**config.mk**
```make
export PLATFORM = sky130hd
export DESIGN_NAME = mct_timer
export DESIGN_NICKNAME = d
export VERILOG_FILES = /design/src/mct_pkg.sv /design/src/mct_timer.sv /design/src/mct_sync.sv /design/src/mct_match.sv
export SDC_FILE = /design/constraint.sdc
export NUM_CORES = 2
export LEC_CHECK = 0
export ABC_AREA = 1
export BUFFER_PORTS_ARGS = -buffer_cell sky130_fd_sc_hd__buf_2
export CORE_MARGIN = 2
export CORE_UTILIZATION = 25
export DETAILED_ROUTE_END_ITERATION = 10
export HOLD_SLACK_MARGIN = 0.02
export PLACE_DENSITY = 0.42
export SLEW_MARGIN = 20
export SYNTH_ARGS = -nofsm -noshare
export SYNTH_HDL_FRONTEND = slang
export SYNTH_SLANG_ARGS = --single-unit
```
**constraint.sdc**
```tcl
create_clock -name mclk -period 2.9 [get_ports mclk]
set_input_delay 0.145 -clock mclk [delete_from_list [all_inputs] [get_ports mclk]]
set_output_delay 0.145 -clock mclk [all_outputs]
set_load 0.005 [all_outputs]
```
**src/mct_pkg.sv**
```systemverilog
package mct_pkg;

  // register bank layout, one bank per timer
  localparam int MCT_MAX_TIMERS = 4;
  localparam int MCT_CHANNELS = 4;
  localparam int MCT_ADDR_W = 9;
  localparam int MCT_TSEL_LSB = 7;
  localparam int MCT_TSEL_MSB = 8;
  localparam int MCT_OFF_W = 7;

  localparam logic [6:0] OFF_STAT = 7'h00;
  localparam logic [6:0] OFF_CTRL = 7'h04;
  localparam logic [6:0] OFF_COUNT = 7'h08;
  localparam logic [6:0] OFF_PRE = 7'h0C;
  localparam logic [6:0] OFF_PRECNT = 7'h10;
  localparam logic [6:0] OFF_MCTL = 7'h14;
  localparam logic [6:0] OFF_MATCH0 = 7'h18;
  localparam logic [6:0] OFF_CCTL = 7'h28;
  localparam logic [6:0] OFF_CAP0 = 7'h2C;
  localparam logic [6:0] OFF_MODE = 7'h3C;
  localparam logic [6:0] OFF_EXT = 7'h40;
  localparam logic [6:0] OFF_LAST = 7'h40;
  localparam logic [6:0] WORD_STEP = 7'h04;

  // control bits
  localparam int CTRL_EN = 0;
  localparam int CTRL_RST = 1;
  localparam int CTRL_W = 2;
  // match control: three bits per channel
  localparam int MCTL_INT = 0;
  localparam int MCTL_RESET = 1;
  localparam int MCTL_STOP = 2;
  localparam int FLD3 = 3;
  // capture control: three bits per channel
  localparam int CCTL_RISE = 0;
  localparam int CCTL_FALL = 1;
  localparam int CCTL_INT = 2;
  // mode register
  localparam int MODE_SRC_LSB = 0;
  localparam int MODE_SEL_LSB = 2;
  localparam int MODE_W = 4;
  // external match register: levels low, actions above
  localparam int EXT_ACT_LSB = 4;
  localparam int EXT_W = 12;
  // status register: match flags low, capture flags high
  localparam int STAT_W = 8;

  typedef enum logic [1:0] {
    MCT_SRC_TIMER = 2'h0,
    MCT_SRC_RISE = 2'h1,
    MCT_SRC_FALL = 2'h2,
    MCT_SRC_BOTH = 2'h3
  } mct_src_t;

  typedef enum logic [1:0] {
    MCT_ACT_NONE = 2'h0,
    MCT_ACT_LOW = 2'h1,
    MCT_ACT_HIGH = 2'h2,
    MCT_ACT_TOGGLE = 2'h3
  } mct_act_t;

endpackage

```
**src/mct_timer.sv**
```systemverilog
// How it works
// RULE_01: four timers, each with 32-bit counter
// RULE_02: counts peripheral clock or external clock edges
// RULE_03: software selects timer or counter mode
// RULE_04: 32-bit prescaler divides source before counter
// RULE_05: four 32-bit match values compared continuously; a match only registers on a running prescaler step here
// RULE_06: match may let count run, optional interrupt
// RULE_07: match may halt counter, optional interrupt
// RULE_08: match may zero counter, optional interrupt
// RULE_09: match pin low, high, toggle or unchanged
// RULE_10: capture copies counter on input transition
// RULE_11: capture interrupt enabled per channel
// RULE_12: event flags stay set until software clears
`timescale 1ns/1ps
module mct_timer import mct_pkg::*; #(
  parameter int NUM_TIMERS = 4,
  parameter int CNT_W = 32
) (
  // clock and reset
  input wire logic mclk,
  input wire logic reset_n,
  // apb slave
  input wire logic psel,
  input wire logic penable,
  input wire logic pwrite,
  input wire logic [MCT_ADDR_W-1:0] paddr,
  input wire logic [31:0] pwdata,
  output logic pready,
  output logic [31:0] prdata,
  output logic pslverr,
  // pins, four per timer
  input wire logic [NUM_TIMERS*MCT_CHANNELS-1:0] capPin,
  output logic [NUM_TIMERS*MCT_CHANNELS-1:0] matchPin,
  // per-timer pending event indication
  output logic [NUM_TIMERS-1:0] tmrIrq
);

  localparam int NCH = MCT_CHANNELS;
  localparam int NPIN = NUM_TIMERS * MCT_CHANNELS;

  if (NUM_TIMERS < 1 || NUM_TIMERS > MCT_MAX_TIMERS) begin : g_bad_timers
    $error("NUM_TIMERS must be 1 to 4");
  end
  if (CNT_W != 32) begin : g_bad_width
    $error("CNT_W must be 32");
  end

  function automatic logic [6:0] wordOff(input logic [6:0] base, input int idx);
    wordOff = base + 7'(idx) * WORD_STEP;
  endfunction

  function automatic logic [31:0] pad(input logic [11:0] v);
    pad = {20'h0, v};
  endfunction

  // apb decode
  wire [6:0] offs = paddr[MCT_OFF_W-1:0];
  wire [1:0] tsel = paddr[MCT_TSEL_MSB:MCT_TSEL_LSB];
  wire addrOk = (32'(tsel) < NUM_TIMERS) && (offs <= OFF_LAST) && (offs[1:0] == 2'h0);
  wire apbSetup = psel & ~penable;
  wire apbWrite = psel & penable & pwrite & addrOk;

  logic [31:0] rdT [NUM_TIMERS];
  logic [31:0] prdataQ;
  logic slvErrQ;

  // external pins, filtered once for all timers
  logic [NPIN-1:0] capLevel, capRise, capFall;

  mct_sync #(.WIDTH(NPIN)) u_sync (
    .mclk(mclk),
    .reset_n(reset_n),
    .pinIn(capPin),
    .level(capLevel),
    .rise(capRise),
    .fall(capFall)
  );

  for (genvar g = 0; g < NUM_TIMERS; g++) begin : g_tmr // RULE_01
    logic [CTRL_W-1:0] ctrlQ, ctrlD;
    logic [CNT_W-1:0] countQ, countD;
    logic [CNT_W-1:0] preQ;
    logic [CNT_W-1:0] preCntQ, preCntD;
    logic [NCH*FLD3-1:0] mctlQ;
    logic [NCH*FLD3-1:0] cctlQ;
    logic [MODE_W-1:0] modeQ;
    logic [EXT_W-EXT_ACT_LSB-1:0] actQ;
    logic [STAT_W-1:0] statQ, statD;
    logic [CNT_W-1:0] matchQ [NCH];
    logic [CNT_W-1:0] capQ [NCH];
    logic [NCH-1:0] hit, pinLvl, mIntEn, mRstEn, mStopEn, capEvt, capIntEn;

    wire tHere = (tsel == 2'(g));
    wire wrOk = apbWrite & tHere;
    wire wrStat = wrOk & (offs == OFF_STAT);
    wire wrCtrl = wrOk & (offs == OFF_CTRL);
    wire wrCount = wrOk & (offs == OFF_COUNT);
    wire wrPre = wrOk & (offs == OFF_PRE);
    wire wrPreCnt = wrOk & (offs == OFF_PRECNT);
    wire wrMctl = wrOk & (offs == OFF_MCTL);
    wire wrCctl = wrOk & (offs == OFF_CCTL);
    wire wrMode = wrOk & (offs == OFF_MODE);
    wire wrExt = wrOk & (offs == OFF_EXT);

    // count source: every clock, or an edge of the selected capture pin
    wire [1:0] srcSel = modeQ[MODE_SRC_LSB +: 2];
    wire [1:0] pinSel = modeQ[MODE_SEL_LSB +: 2];
    wire extRise = capRise[g*NCH + 32'(pinSel)];
    wire extFall = capFall[g*NCH + 32'(pinSel)];
    wire tick = (srcSel == MCT_SRC_TIMER) ? 1'b1 : // RULE_02 RULE_03
                (srcSel == MCT_SRC_RISE) ? extRise :
                (srcSel == MCT_SRC_FALL) ? extFall : (extRise | extFall);

    wire running = ctrlQ[CTRL_EN] & ~ctrlQ[CTRL_RST];
    wire preWrap = running & tick & (preCntQ == preQ); // RULE_04
    wire anyReset = |(hit & mRstEn); // RULE_08
    wire anyStop = |(hit & mStopEn); // RULE_07

    for (genvar c = 0; c < NCH; c++) begin : g_ch
      wire wrMatch = wrOk & (offs == wordOff(OFF_MATCH0, c));
      assign mIntEn[c] = mctlQ[c*FLD3 + MCTL_INT];
      assign mRstEn[c] = mctlQ[c*FLD3 + MCTL_RESET];
      assign mStopEn[c] = mctlQ[c*FLD3 + MCTL_STOP];
      assign capIntEn[c] = cctlQ[c*FLD3 + CCTL_INT];
      // RULE_10
      assign capEvt[c] = (capRise[g*NCH + c] & cctlQ[c*FLD3 + CCTL_RISE]) |
                         (capFall[g*NCH + c] & cctlQ[c*FLD3 + CCTL_FALL]);

      mct_match #(.CNT_W(CNT_W)) u_match (
        .mclk(mclk),
        .reset_n(reset_n),
        .count(countQ),
        .matchVal(matchQ[c]),
        .advance(preWrap),
        .action(actQ[c*2 +: 2]),
        .swWrite(wrExt),
        .swLevel(pwdata[c]),
        .hit(hit[c]), // RULE_05
        .pinLevel(pinLvl[c]) // RULE_09
      );

      always_ff @(posedge mclk or negedge reset_n) begin
        if (!reset_n) begin
          matchQ[c] <= '0;
          capQ[c] <= '0;
        end else begin
          if (wrMatch) begin
            matchQ[c] <= pwdata;
          end
          if (capEvt[c]) begin
            capQ[c] <= countQ; // RULE_10
          end
        end
      end
    end

    // counter: hold in reset, software load, match zero, then step
    always_comb begin
      countD = countQ;
      if (ctrlQ[CTRL_RST]) begin
        countD = '0;
      end else if (wrCount) begin
        countD = pwdata;
      end else if (anyReset) begin
        countD = '0; // RULE_08
      end else if (preWrap) begin
        countD = countQ + 1'b1; // RULE_06
      end
    end

    always_comb begin
      preCntD = preCntQ;
      if (ctrlQ[CTRL_RST]) begin
        preCntD = '0;
      end else if (wrPreCnt) begin
        preCntD = pwdata;
      end else if (running & tick) begin
        preCntD = preWrap ? '0 : preCntQ + 1'b1; // RULE_04
      end
    end

    // stop on match overrides a write in the same cycle
    always_comb begin
      ctrlD = wrCtrl ? pwdata[CTRL_W-1:0] : ctrlQ;
      if (anyStop) begin
        ctrlD[CTRL_EN] = 1'b0; // RULE_07
      end
    end

    // write one to clear; a new event in the same cycle wins
    assign statD = (statQ & ~(wrStat ? pwdata[STAT_W-1:0] : '0)) |
                   {capEvt & capIntEn, hit & mIntEn}; // RULE_06 RULE_11 RULE_12

    always_ff @(posedge mclk or negedge reset_n) begin
      if (!reset_n) begin
        ctrlQ <= '0;
        countQ <= '0;
        preCntQ <= '0;
        statQ <= '0;
      end else begin
        ctrlQ <= ctrlD;
        countQ <= countD;
        preCntQ <= preCntD;
        statQ <= statD; // RULE_12
      end
    end

    always_ff @(posedge mclk or negedge reset_n) begin
      if (!reset_n) begin
        preQ <= '0;
        mctlQ <= '0;
        cctlQ <= '0;
        modeQ <= '0;
        actQ <= '0;
      end else begin
        if (wrPre) preQ <= pwdata;
        if (wrMctl) mctlQ <= pwdata[NCH*FLD3-1:0];
        if (wrCctl) cctlQ <= pwdata[NCH*FLD3-1:0];
        if (wrMode) modeQ <= pwdata[MODE_W-1:0];
        if (wrExt) actQ <= pwdata[EXT_W-1:EXT_ACT_LSB];
      end
    end

    // read mux for this bank
    wire [1:0] wIdx = 2'((offs - OFF_MATCH0) >> 2);
    wire [1:0] cIdx = 2'((offs - OFF_CAP0) >> 2);
    wire inMatch = (offs >= OFF_MATCH0) && (offs < OFF_CCTL);
    wire inCap = (offs >= OFF_CAP0) && (offs < OFF_MODE);
    assign rdT[g] = (offs == OFF_STAT) ? {24'h0, statQ} :
                    (offs == OFF_CTRL) ? {30'h0, ctrlQ} :
                    (offs == OFF_COUNT) ? countQ :
                    (offs == OFF_PRE) ? preQ :
                    (offs == OFF_PRECNT) ? preCntQ :
                    (offs == OFF_MCTL) ? pad(mctlQ) :
                    (offs == OFF_CCTL) ? pad(cctlQ) :
                    (offs == OFF_MODE) ? {28'h0, modeQ} :
                    (offs == OFF_EXT) ? pad({actQ, pinLvl}) :
                    inMatch ? matchQ[wIdx] :
                    inCap ? capQ[cIdx] : 32'h0;

    assign matchPin[g*NCH +: NCH] = pinLvl; // RULE_09
    assign tmrIrq[g] = |statQ; // RULE_11
  end

  // read data and error are latched in the setup cycle, zero wait access
  wire [31:0] rdSel = addrOk ? rdT[32'(tsel) % NUM_TIMERS] : 32'h0;

  always_ff @(posedge mclk or negedge reset_n) begin
    if (!reset_n) begin
      prdataQ <= 32'h0;
      slvErrQ <= 1'b0;
    end else if (apbSetup) begin
      prdataQ <= pwrite ? 32'h0 : rdSel;
      slvErrQ <= ~addrOk;
    end
  end

  assign pready = 1'b1;
  assign prdata = prdataQ;
  assign pslverr = slvErrQ;

endmodule

```
**src/mct_sync.sv**
```systemverilog
`timescale 1ns/1ps
module mct_sync import mct_pkg::*; #(
  parameter int WIDTH = 16
) (
  // clock and reset
  input wire logic mclk,
  input wire logic reset_n,
  // asynchronous pins
  input wire logic [WIDTH-1:0] pinIn,
  // filtered level and edge pulses
  output logic [WIDTH-1:0] level,
  output logic [WIDTH-1:0] rise,
  output logic [WIDTH-1:0] fall
);

  logic [WIDTH-1:0] s1Q, s2Q, s3Q, levelQ, riseQ, fallQ;
  wire [WIDTH-1:0] agree = ~(s2Q ^ s3Q);
  // level only moves once the two late stages agree
  wire [WIDTH-1:0] levelD = (agree & s3Q) | (~agree & levelQ);

  always_ff @(posedge mclk or negedge reset_n) begin
    if (!reset_n) begin
      s1Q <= '0;
      s2Q <= '0;
      s3Q <= '0;
      levelQ <= '0;
      riseQ <= '0;
      fallQ <= '0;
    end else begin
      s1Q <= pinIn;
      s2Q <= s1Q;
      s3Q <= s2Q;
      levelQ <= levelD;
      riseQ <= levelD & ~levelQ;
      fallQ <= ~levelD & levelQ;
    end
  end

  assign level = levelQ;
  assign rise = riseQ;
  assign fall = fallQ;

endmodule

```
**src/mct_match.sv**
```systemverilog
`timescale 1ns/1ps
module mct_match import mct_pkg::*; #(
  parameter int CNT_W = 32
) (
  // clock and reset
  input wire logic mclk,
  input wire logic reset_n,
  // compare
  input wire logic [CNT_W-1:0] count,
  input wire logic [CNT_W-1:0] matchVal,
  input wire logic advance,
  // external output control
  input wire logic [1:0] action,
  input wire logic swWrite,
  input wire logic swLevel,
  // results
  output logic hit,
  output logic pinLevel
);

  logic levelQ;
  logic levelD;

  // only a counting step can hit, so a halted count never refires
  assign hit = advance & (count == matchVal);

  always_comb begin
    levelD = levelQ;
    if (swWrite) begin
      levelD = swLevel;
    end
    if (hit) begin
      case (mct_act_t'(action))
        MCT_ACT_LOW: levelD = 1'b0;
        MCT_ACT_HIGH: levelD = 1'b1;
        MCT_ACT_TOGGLE: levelD = ~levelQ;
        default: levelD = levelQ;
      endcase
    end
  end

  always_ff @(posedge mclk or negedge reset_n) begin
    if (!reset_n) begin
      levelQ <= 1'b0;
    end else begin
      levelQ <= levelD;
    end
  end

  assign pinLevel = levelQ;

endmodule

```
Yosys cells after proc, flatten, opt, wreduce, memory -nomap -nowiden
Cells that the tools add are included.

Equality and inequality tests: 107. Add/subtract/negate cells: 13. Order comparisons: 12. Muxes and demuxes: 193. Bitwise operators: 203. Reduce and logical (&&, ||, !) cells: 66.

Operator list (number): two-way mux 32 bit (96); == test 32 bit (20); binary-select mux 32 bit (select 2 bit) (9); adder 32 x 1 -> 32 bit, second input constant (8); AND 1 bit (120); == test 2 bit, second input constant (38); AND 16 bit (4); AND 4 bit (16); inequality test 4 bit, second input constant (16); inverter 16 bit (4); two-way mux 1 bit (60); one-hot mux 1 bit (3 select lines) (16); == test 2 x 1 -> 1 bit, second input constant (21); nonzero test 2 bit (20); greater-or-equal comparator 33 x 3 -> 1 bit, second input constant (1); inverter 2 -> 33 bit (1); AND 8 bit (4); two-way mux 8 bit (4); inverter 8 bit (4); OR 8 bit (4); AND reduction 2 bit (16); OR reduction 4 bit (8); OR reduction 8 bit (4); == test 7 x 5 -> 1 bit, second input constant (4); other kinds (27) (96).

Logic and storage cells: 690. Output and inout port bits: 54. Register bits after elaboration: 1737. Bits of input ports: 62.

Depth between registers and ports, before layout
Depth after elaboration: 21. Depth in mapped cells: 26. Depth with buffers taken out: 21.

By module
Synthesis repeated with hierarchy kept, for this count alone.

Cell total of the unflattened synthesis: 15061. Area total of the unflattened synthesis: 104248.7 um^2.

By module, submodules not included: mct_timer (times used 1, area each 84795.1 um^2, cells an instance 11175, sequential area each 40664.0 um^2); mct_match (times used 16, area each 1032.2 um^2, cells an instance 229, sequential area each 25.0 um^2); mct_sync (times used 1, area each 2937.8 um^2, cells an instance 222, sequential area each 2402.3 um^2).

Worst setup path before layout
OpenSTA, ideal clock, no wires.

Kind: input port to flip-flop. From: input paddr[2]. To: register prdataQ[26], in the netlist prdata[26]. Stages on the path: 20. Setup time: 0.123 ns. Arrival time: 2.894 ns. Required time: 2.777 ns. Setup slack: -0.117 ns. Buffers on the path: 8. Path through: inv_2 buf_2 buf_2 buf_2 buf_1 ha_1 buf_2 clkinv_1 buf_2 buf_2 clkbuf_1 a21oi_1 o21ai_0 nand2_1 o2111ai_1 nand3_1 nand3_1 nor2_1 o21ai_0 nand2_1.

Word-level cells in the longest chain between the ends: 21. Elaborated cells on any way between the ends: 94. Classes of those cells: add/sub (2); order compare (5); eq/ne (8); mux (73); bitwise (2); reduce/logical (4).

RTL lines: start: declaration (RTL line mct_timer.sv:26) `input wire logic [MCT_ADDR_W-1:0] paddr,`; subtractor 4 bit (RTL line mct_timer.sv:226) `wire [1:0] cIdx = 2'((offs - OFF_CAP0) >> 2);`; inverter 2 -> 3 bit (implied by the code) (RTL line mct_timer.sv:239) `inCap ? capQ[cIdx] : 32'h0;`; binary-select mux 32 bit (select 2 bit) (RTL line mct_timer.sv:239); two-way mux 32 bit (implied by the code) (2 in a row) (RTL line mct_timer.sv:239); two-way mux 32 bit (RTL line mct_timer.sv:239); two-way mux 32 bit (RTL line mct_timer.sv:238) `inMatch ? matchQ[wIdx] :`; two-way mux 32 bit (RTL line mct_timer.sv:237) `(offs == OFF_EXT) ? pad({actQ, pinLvl}) :`; two-way mux 32 bit (RTL line mct_timer.sv:236) `(offs == OFF_MODE) ? {28'h0, modeQ} :`; (+3 left out); two-way mux 32 bit (RTL line mct_timer.sv:232) `(offs == OFF_PRE) ? preQ :`; two-way mux 32 bit (RTL line mct_timer.sv:231) `(offs == OFF_COUNT) ? countQ :`; two-way mux 32 bit (RTL line mct_timer.sv:230) `(offs == OFF_CTRL) ? {30'h0, ctrlQ} :`; two-way mux 32 bit (RTL line mct_timer.sv:229) `assign rdT[g] = (offs == OFF_STAT) ? {24'h0, statQ} :`; binary-select mux 32 bit (select 2 bit) (RTL line mct_timer.sv:246) `wire [31:0] rdSel = addrOk ? rdT[32'(tsel) % NUM_TIMERS] : 32'h0;`; two-way mux 32 bit (implied by the code) (2 in a row) (RTL line mct_timer.sv:246); two-way mux 32 bit * (RTL line mct_timer.sv:246); two-way mux 32 bit * (RTL line mct_timer.sv:253) `prdataQ <= pwrite ? 32'h0 : rdSel;`; end signal: assignment (RTL line mct_timer.sv:253); end: declaration (RTL line mct_timer.sv:64) `logic [31:0] prdataQ;`.

Every way passes the cells marked *; elsewhere a longest branch is shown, timed or not. The select of a mux whose other input is x is not followed. A chain may end at the register's enable or synchronous reset.

Worst setup path after layout
From: register g_tmr[0].countQ[31]. To: register g_tmr[0].countQ[14].

Word-level cells in the longest chain between the ends: 7. Elaborated cells on any way between the ends: 14. Classes of those cells: eq/ne (4); mux (3); bitwise (5); reduce/logical (2).

RTL lines: start: declaration (RTL line mct_timer.sv:81) `logic [CNT_W-1:0] countQ, countD;`; start signal: assignment (RTL line mct_timer.sv:202) `countQ <= countD;`; == test 32 bit (RTL line mct_match.sv:25) `assign hit = advance & (count == matchVal);`; AND 1 bit (RTL line mct_match.sv:25); AND 4 bit * (RTL line mct_timer.sv:116) `wire anyReset = |(hit & mRstEn);`; OR reduction 4 bit * (RTL line mct_timer.sv:116); two-way mux 32 bit (RTL line mct_timer.sv:164) `end else if (anyReset) begin`; two-way mux 32 bit (RTL line mct_timer.sv:162) `end else if (wrCount) begin`; two-way mux 32 bit (RTL line mct_timer.sv:160) `if (ctrlQ[CTRL_RST]) begin`.

Every way passes the cells marked *; elsewhere a longest branch is shown, timed or not.

==> reports/results.ini <==
[worst_setup_path]
rrSetupSlack_ps = 40
worstSetupPathType = flop to flop
critPathSlowestCell = dfrtp_1
r2r_start = g_tmr[0].countQ[31]
cp-end-kind = flop
crit_path_max_incr_delay_ps = 670
path_buf_inv = 3
reg2reg_depth = 15
critical_path_arrival_ps = 3650
r2r-end = g_tmr[0].countQ[14]
cpLargestDelayFamily = simple AND/OR/NAND/NOR gates
critPathMostFrequentCell = nand2_1
path_cells = xnor2_1 -> nand4_1 -> nor2_1 -> buf_4 -> nand2_1 -> buf_4 -> nor2_1 -> nand4_1 -> nand2_1 -> nor2_2 -> buf_12 -> nand2_1 -> nand2_1 -> nand2_1 -> o21ai_0
required_ps = 3690
start_kind = flop
worst-path-max-fanout = 32

[detailed_routing]
routedWlPerCell_um = 26.69
drt_iter0_markers = 10069
detail_route.vias_per_cell = 5.033
via_count = 94035
drt-total-wl_mm = 498.6
dr.pass1.iters = 6
remaining_drc_errors = 0
ant_nets = 0

[power_and_ir_drop]
powerDensity_nw_per_um2 = 490.2
power.leakage_nw = 52.69
p_total_mw = 57.76
ir_drop_v = 0.0004670

[yosys]
yosysMostFrequentCell = nand2_1
syn-cell-area_um2 = 96900
synth_top_area_frac = 0.4486
synth_edf_count = 0
yosys.area.top_type = dfrtp_1
yosys_register_bits = 1737
yosysSeqAreaShare = 0.4486
synth_cell_types = 62
yosys_warnings = 0
syn_avg_cell_area_um2 = 7.545
syn_inst = 12843
syn_nets = 12917
synth_flop_cell = dfrtp_1
synthArstFlopShare = 1.000
synth_area_leaders = dfrtp_1 (45%), nand2_1 (12%), o21ai_0 (8.9%)
synth_commonest_cells = nand2_1 (3200), dfrtp_1 (1737), o21ai_0 (1725), nor2_1 (941), a21oi_1 (938)

[global_route]
grt_overflow = 0
grt_pass1_wl_mm = 703.1
globalRouteTotalUtil = 0.2485
grt_pass1_vias = 90293
grt_max_degree = 124
antenna_found_initial = 58

[run]
maxCapViolCount = 0

[die]
core_area_um2 = 385700
die_h_um = 626.6
die_x_um = 626.6
ios = 116
placementRows = 228
start_util = 0.2512
die_area_um2 = 392600

[place]
port_buffers = 114
placed_area_um2 = 110000
dp_hpwl_mm = 371.7
post-place-cells = 18203
gp_congestion = 0.9741

[outcome]
outcome = complete, no violations

[clocking]
cts_buffers = 213
h-tree-depth = 4
cts_buffer_depth = 4
cts.sinks = 1737
cts_tree = yes
cts-root-buf = clkbuf_16
clk_latency_ps = 950
clkSlewWorstSetupHoldPaths_ps = 60

[final_layout]
design_area_um2 = 117800
final_cell_count_no_fill = 18682
regArea_um2 = 43470
nNetsFinal = 13390
fin_util = 0.3055
syn_to_final_growth_pct = 21.59
nFillCells = 42073
multi_input_area_um2 = 46230
drive_above_1_share = 0.1333

[sta]
fin_crit_sh = 0.9855
finalClockSkew_ps = 77.24
hold_violations = 0
max_clock_freq_mhz = 349.9
finalSetupViolations = 0
worst_slew_pin_slew_ps = 1132
slew_violations = 0
min_period_ps = 2858
slew-limit-headroom = 0.2455
holdWs_ps = 146.1
rsz0062_at_grt = true

[min_path]
hold_end = prdata[14]
min_from = paddr[7]
hp-class = input port to flop
hold_path_depth = 6

==> metrics by stage <==
step | setup TNS (ps) | worst slack, ps
after global routing | -15.69 | -15.69
after detailed placement | -943.4 | -393.9
final | 0 | 42.03
after global placement | -929.9 | -445.1
after CTS | 0 | 20.09
after floorplan | 0 | 23.99
==> cell type report <==
type                    count  share of cell area
flip-flops and latches   1737              0.3689
well taps                5175             0.05495
clock inverters            77            0.006563
inverters                 884             0.02844
diodes                     24           0.0005097
clock buffers             305             0.05253
repair buffers           1222             0.09571
multi-input cells        9258              0.3924
==> registers in the layout, indices dropped and copies added (netlist names), 32 cells and up <==
| signal | cells |
|---|---|
| g_tmr.preCntQ | 128 |
| g_tmr.statQ | 32 |
| g_tmr.matchQ | 512 |
| g_tmr.preQ | 128 |
| g_tmr.capQ | 512 |
| prdata | 32 |
| g_tmr.countQ | 128 |
| g_tmr.mctlQ | 48 |
| g_tmr.cctlQ | 48 |
| g_tmr.actQ | 32 |
==> worst max-delay path by stage <==
| stage | startpoint | endpoint | depth (start not counted) |
|---|---|---|---|
| finish | g_tmr[0].countQ[31] | g_tmr[0].countQ[14] | 15 |
| global route | g_tmr[1].countQ[28] | g_tmr[1].countQ[4] | 18 |
| CTS | g_tmr[1].countQ[28] | g_tmr[1].countQ[5] | 18 |
| detailed placement | paddr[3] | prdata[31] | 15 |
| global placement | paddr[3] | prdata[31] | 15 |
| floorplan | paddr[2] | prdata[26] | 20 |
==> logic make-up after synthesis <==
| group | share of synthesized area |
|---|---|
| AND/OR/NAND/NOR | 0.2267 |
| AO/OA/AOI/OAI | 0.1806 |
| buffers and inverters | 0.07669 |
| flip-flops | 0.4486 |
| XOR/XNOR | 0.06255 |
| multiplexers | 0.003370 |
| adder cells (fa/ha/maj) | 0.001549 |
| other | 0.00003870 |
==> worst register-to-register path, delay by kind of cell, from the launching register on <==
family                 cells  cell delay (ps)
buffers and inverters      3              510
XOR/XNOR                   1              190
flip-flops                 1              670
AND/OR/NAND/NOR           10             1280
AO/OA/AOI/OAI              1               70
==> routing by layer <==
layer  global-route usage  wire length [um]
met1               0.3268            211900
met2               0.4085            232600
met3              0.03385             30460
met4               0.1032             23520
met5                    0                88
==> cells in the final DEF (no fill, tap or decap), types with 28 or more instances in the layout <==
cell,Yosys,final
o21ai_1,108,108
xnor2_1,416,415
nor2_1,941,929
buf_12,0,175
or2_2,86,86
nand4_1,217,217
o211ai_1,89,89
clkbuf_1,613,44
clkbuf_16,0,216
o221ai_1,42,42
inv_1,814,801
clkinv_2,0,51
buf_2,241,111
nand3_1,519,518
nand2_2,12,50
inv_2,48,57
o21ai_0,1725,1725
nor3_1,156,154
mux2_2,29,29
clkbuf_8,0,45
dlygate4sd3_1,0,72
dfrtp_1,1737,1735
nor4_1,63,63
o2111ai_1,77,77
o22ai_1,155,155
buf_4,47,862
a22oi_1,28,28
nand2_1,3200,3161
xor2_1,276,276
a21oi_1,938,938
==> timing repair <==
action	in CTS	in global routing
resized for setup	2	17
cloned	0	0
hold endpoints to repair	2023	0
buffers inserted	0	1
hold buffers	72	0
pin swaps	3	2
setup endpoints to repair	8	84
==> power breakdown <==
group,internal (mW),switching [mW],leakage [nW],total (mW)
Combinational,1.45,3.87,25.6,5.32
Clock,15.8,12.0,3.46,27.7
Sequential,24.5,0.229,23.7,24.7
Total,41.7,16.1,52.7,57.8
Power figures use the tool's default switching activity.
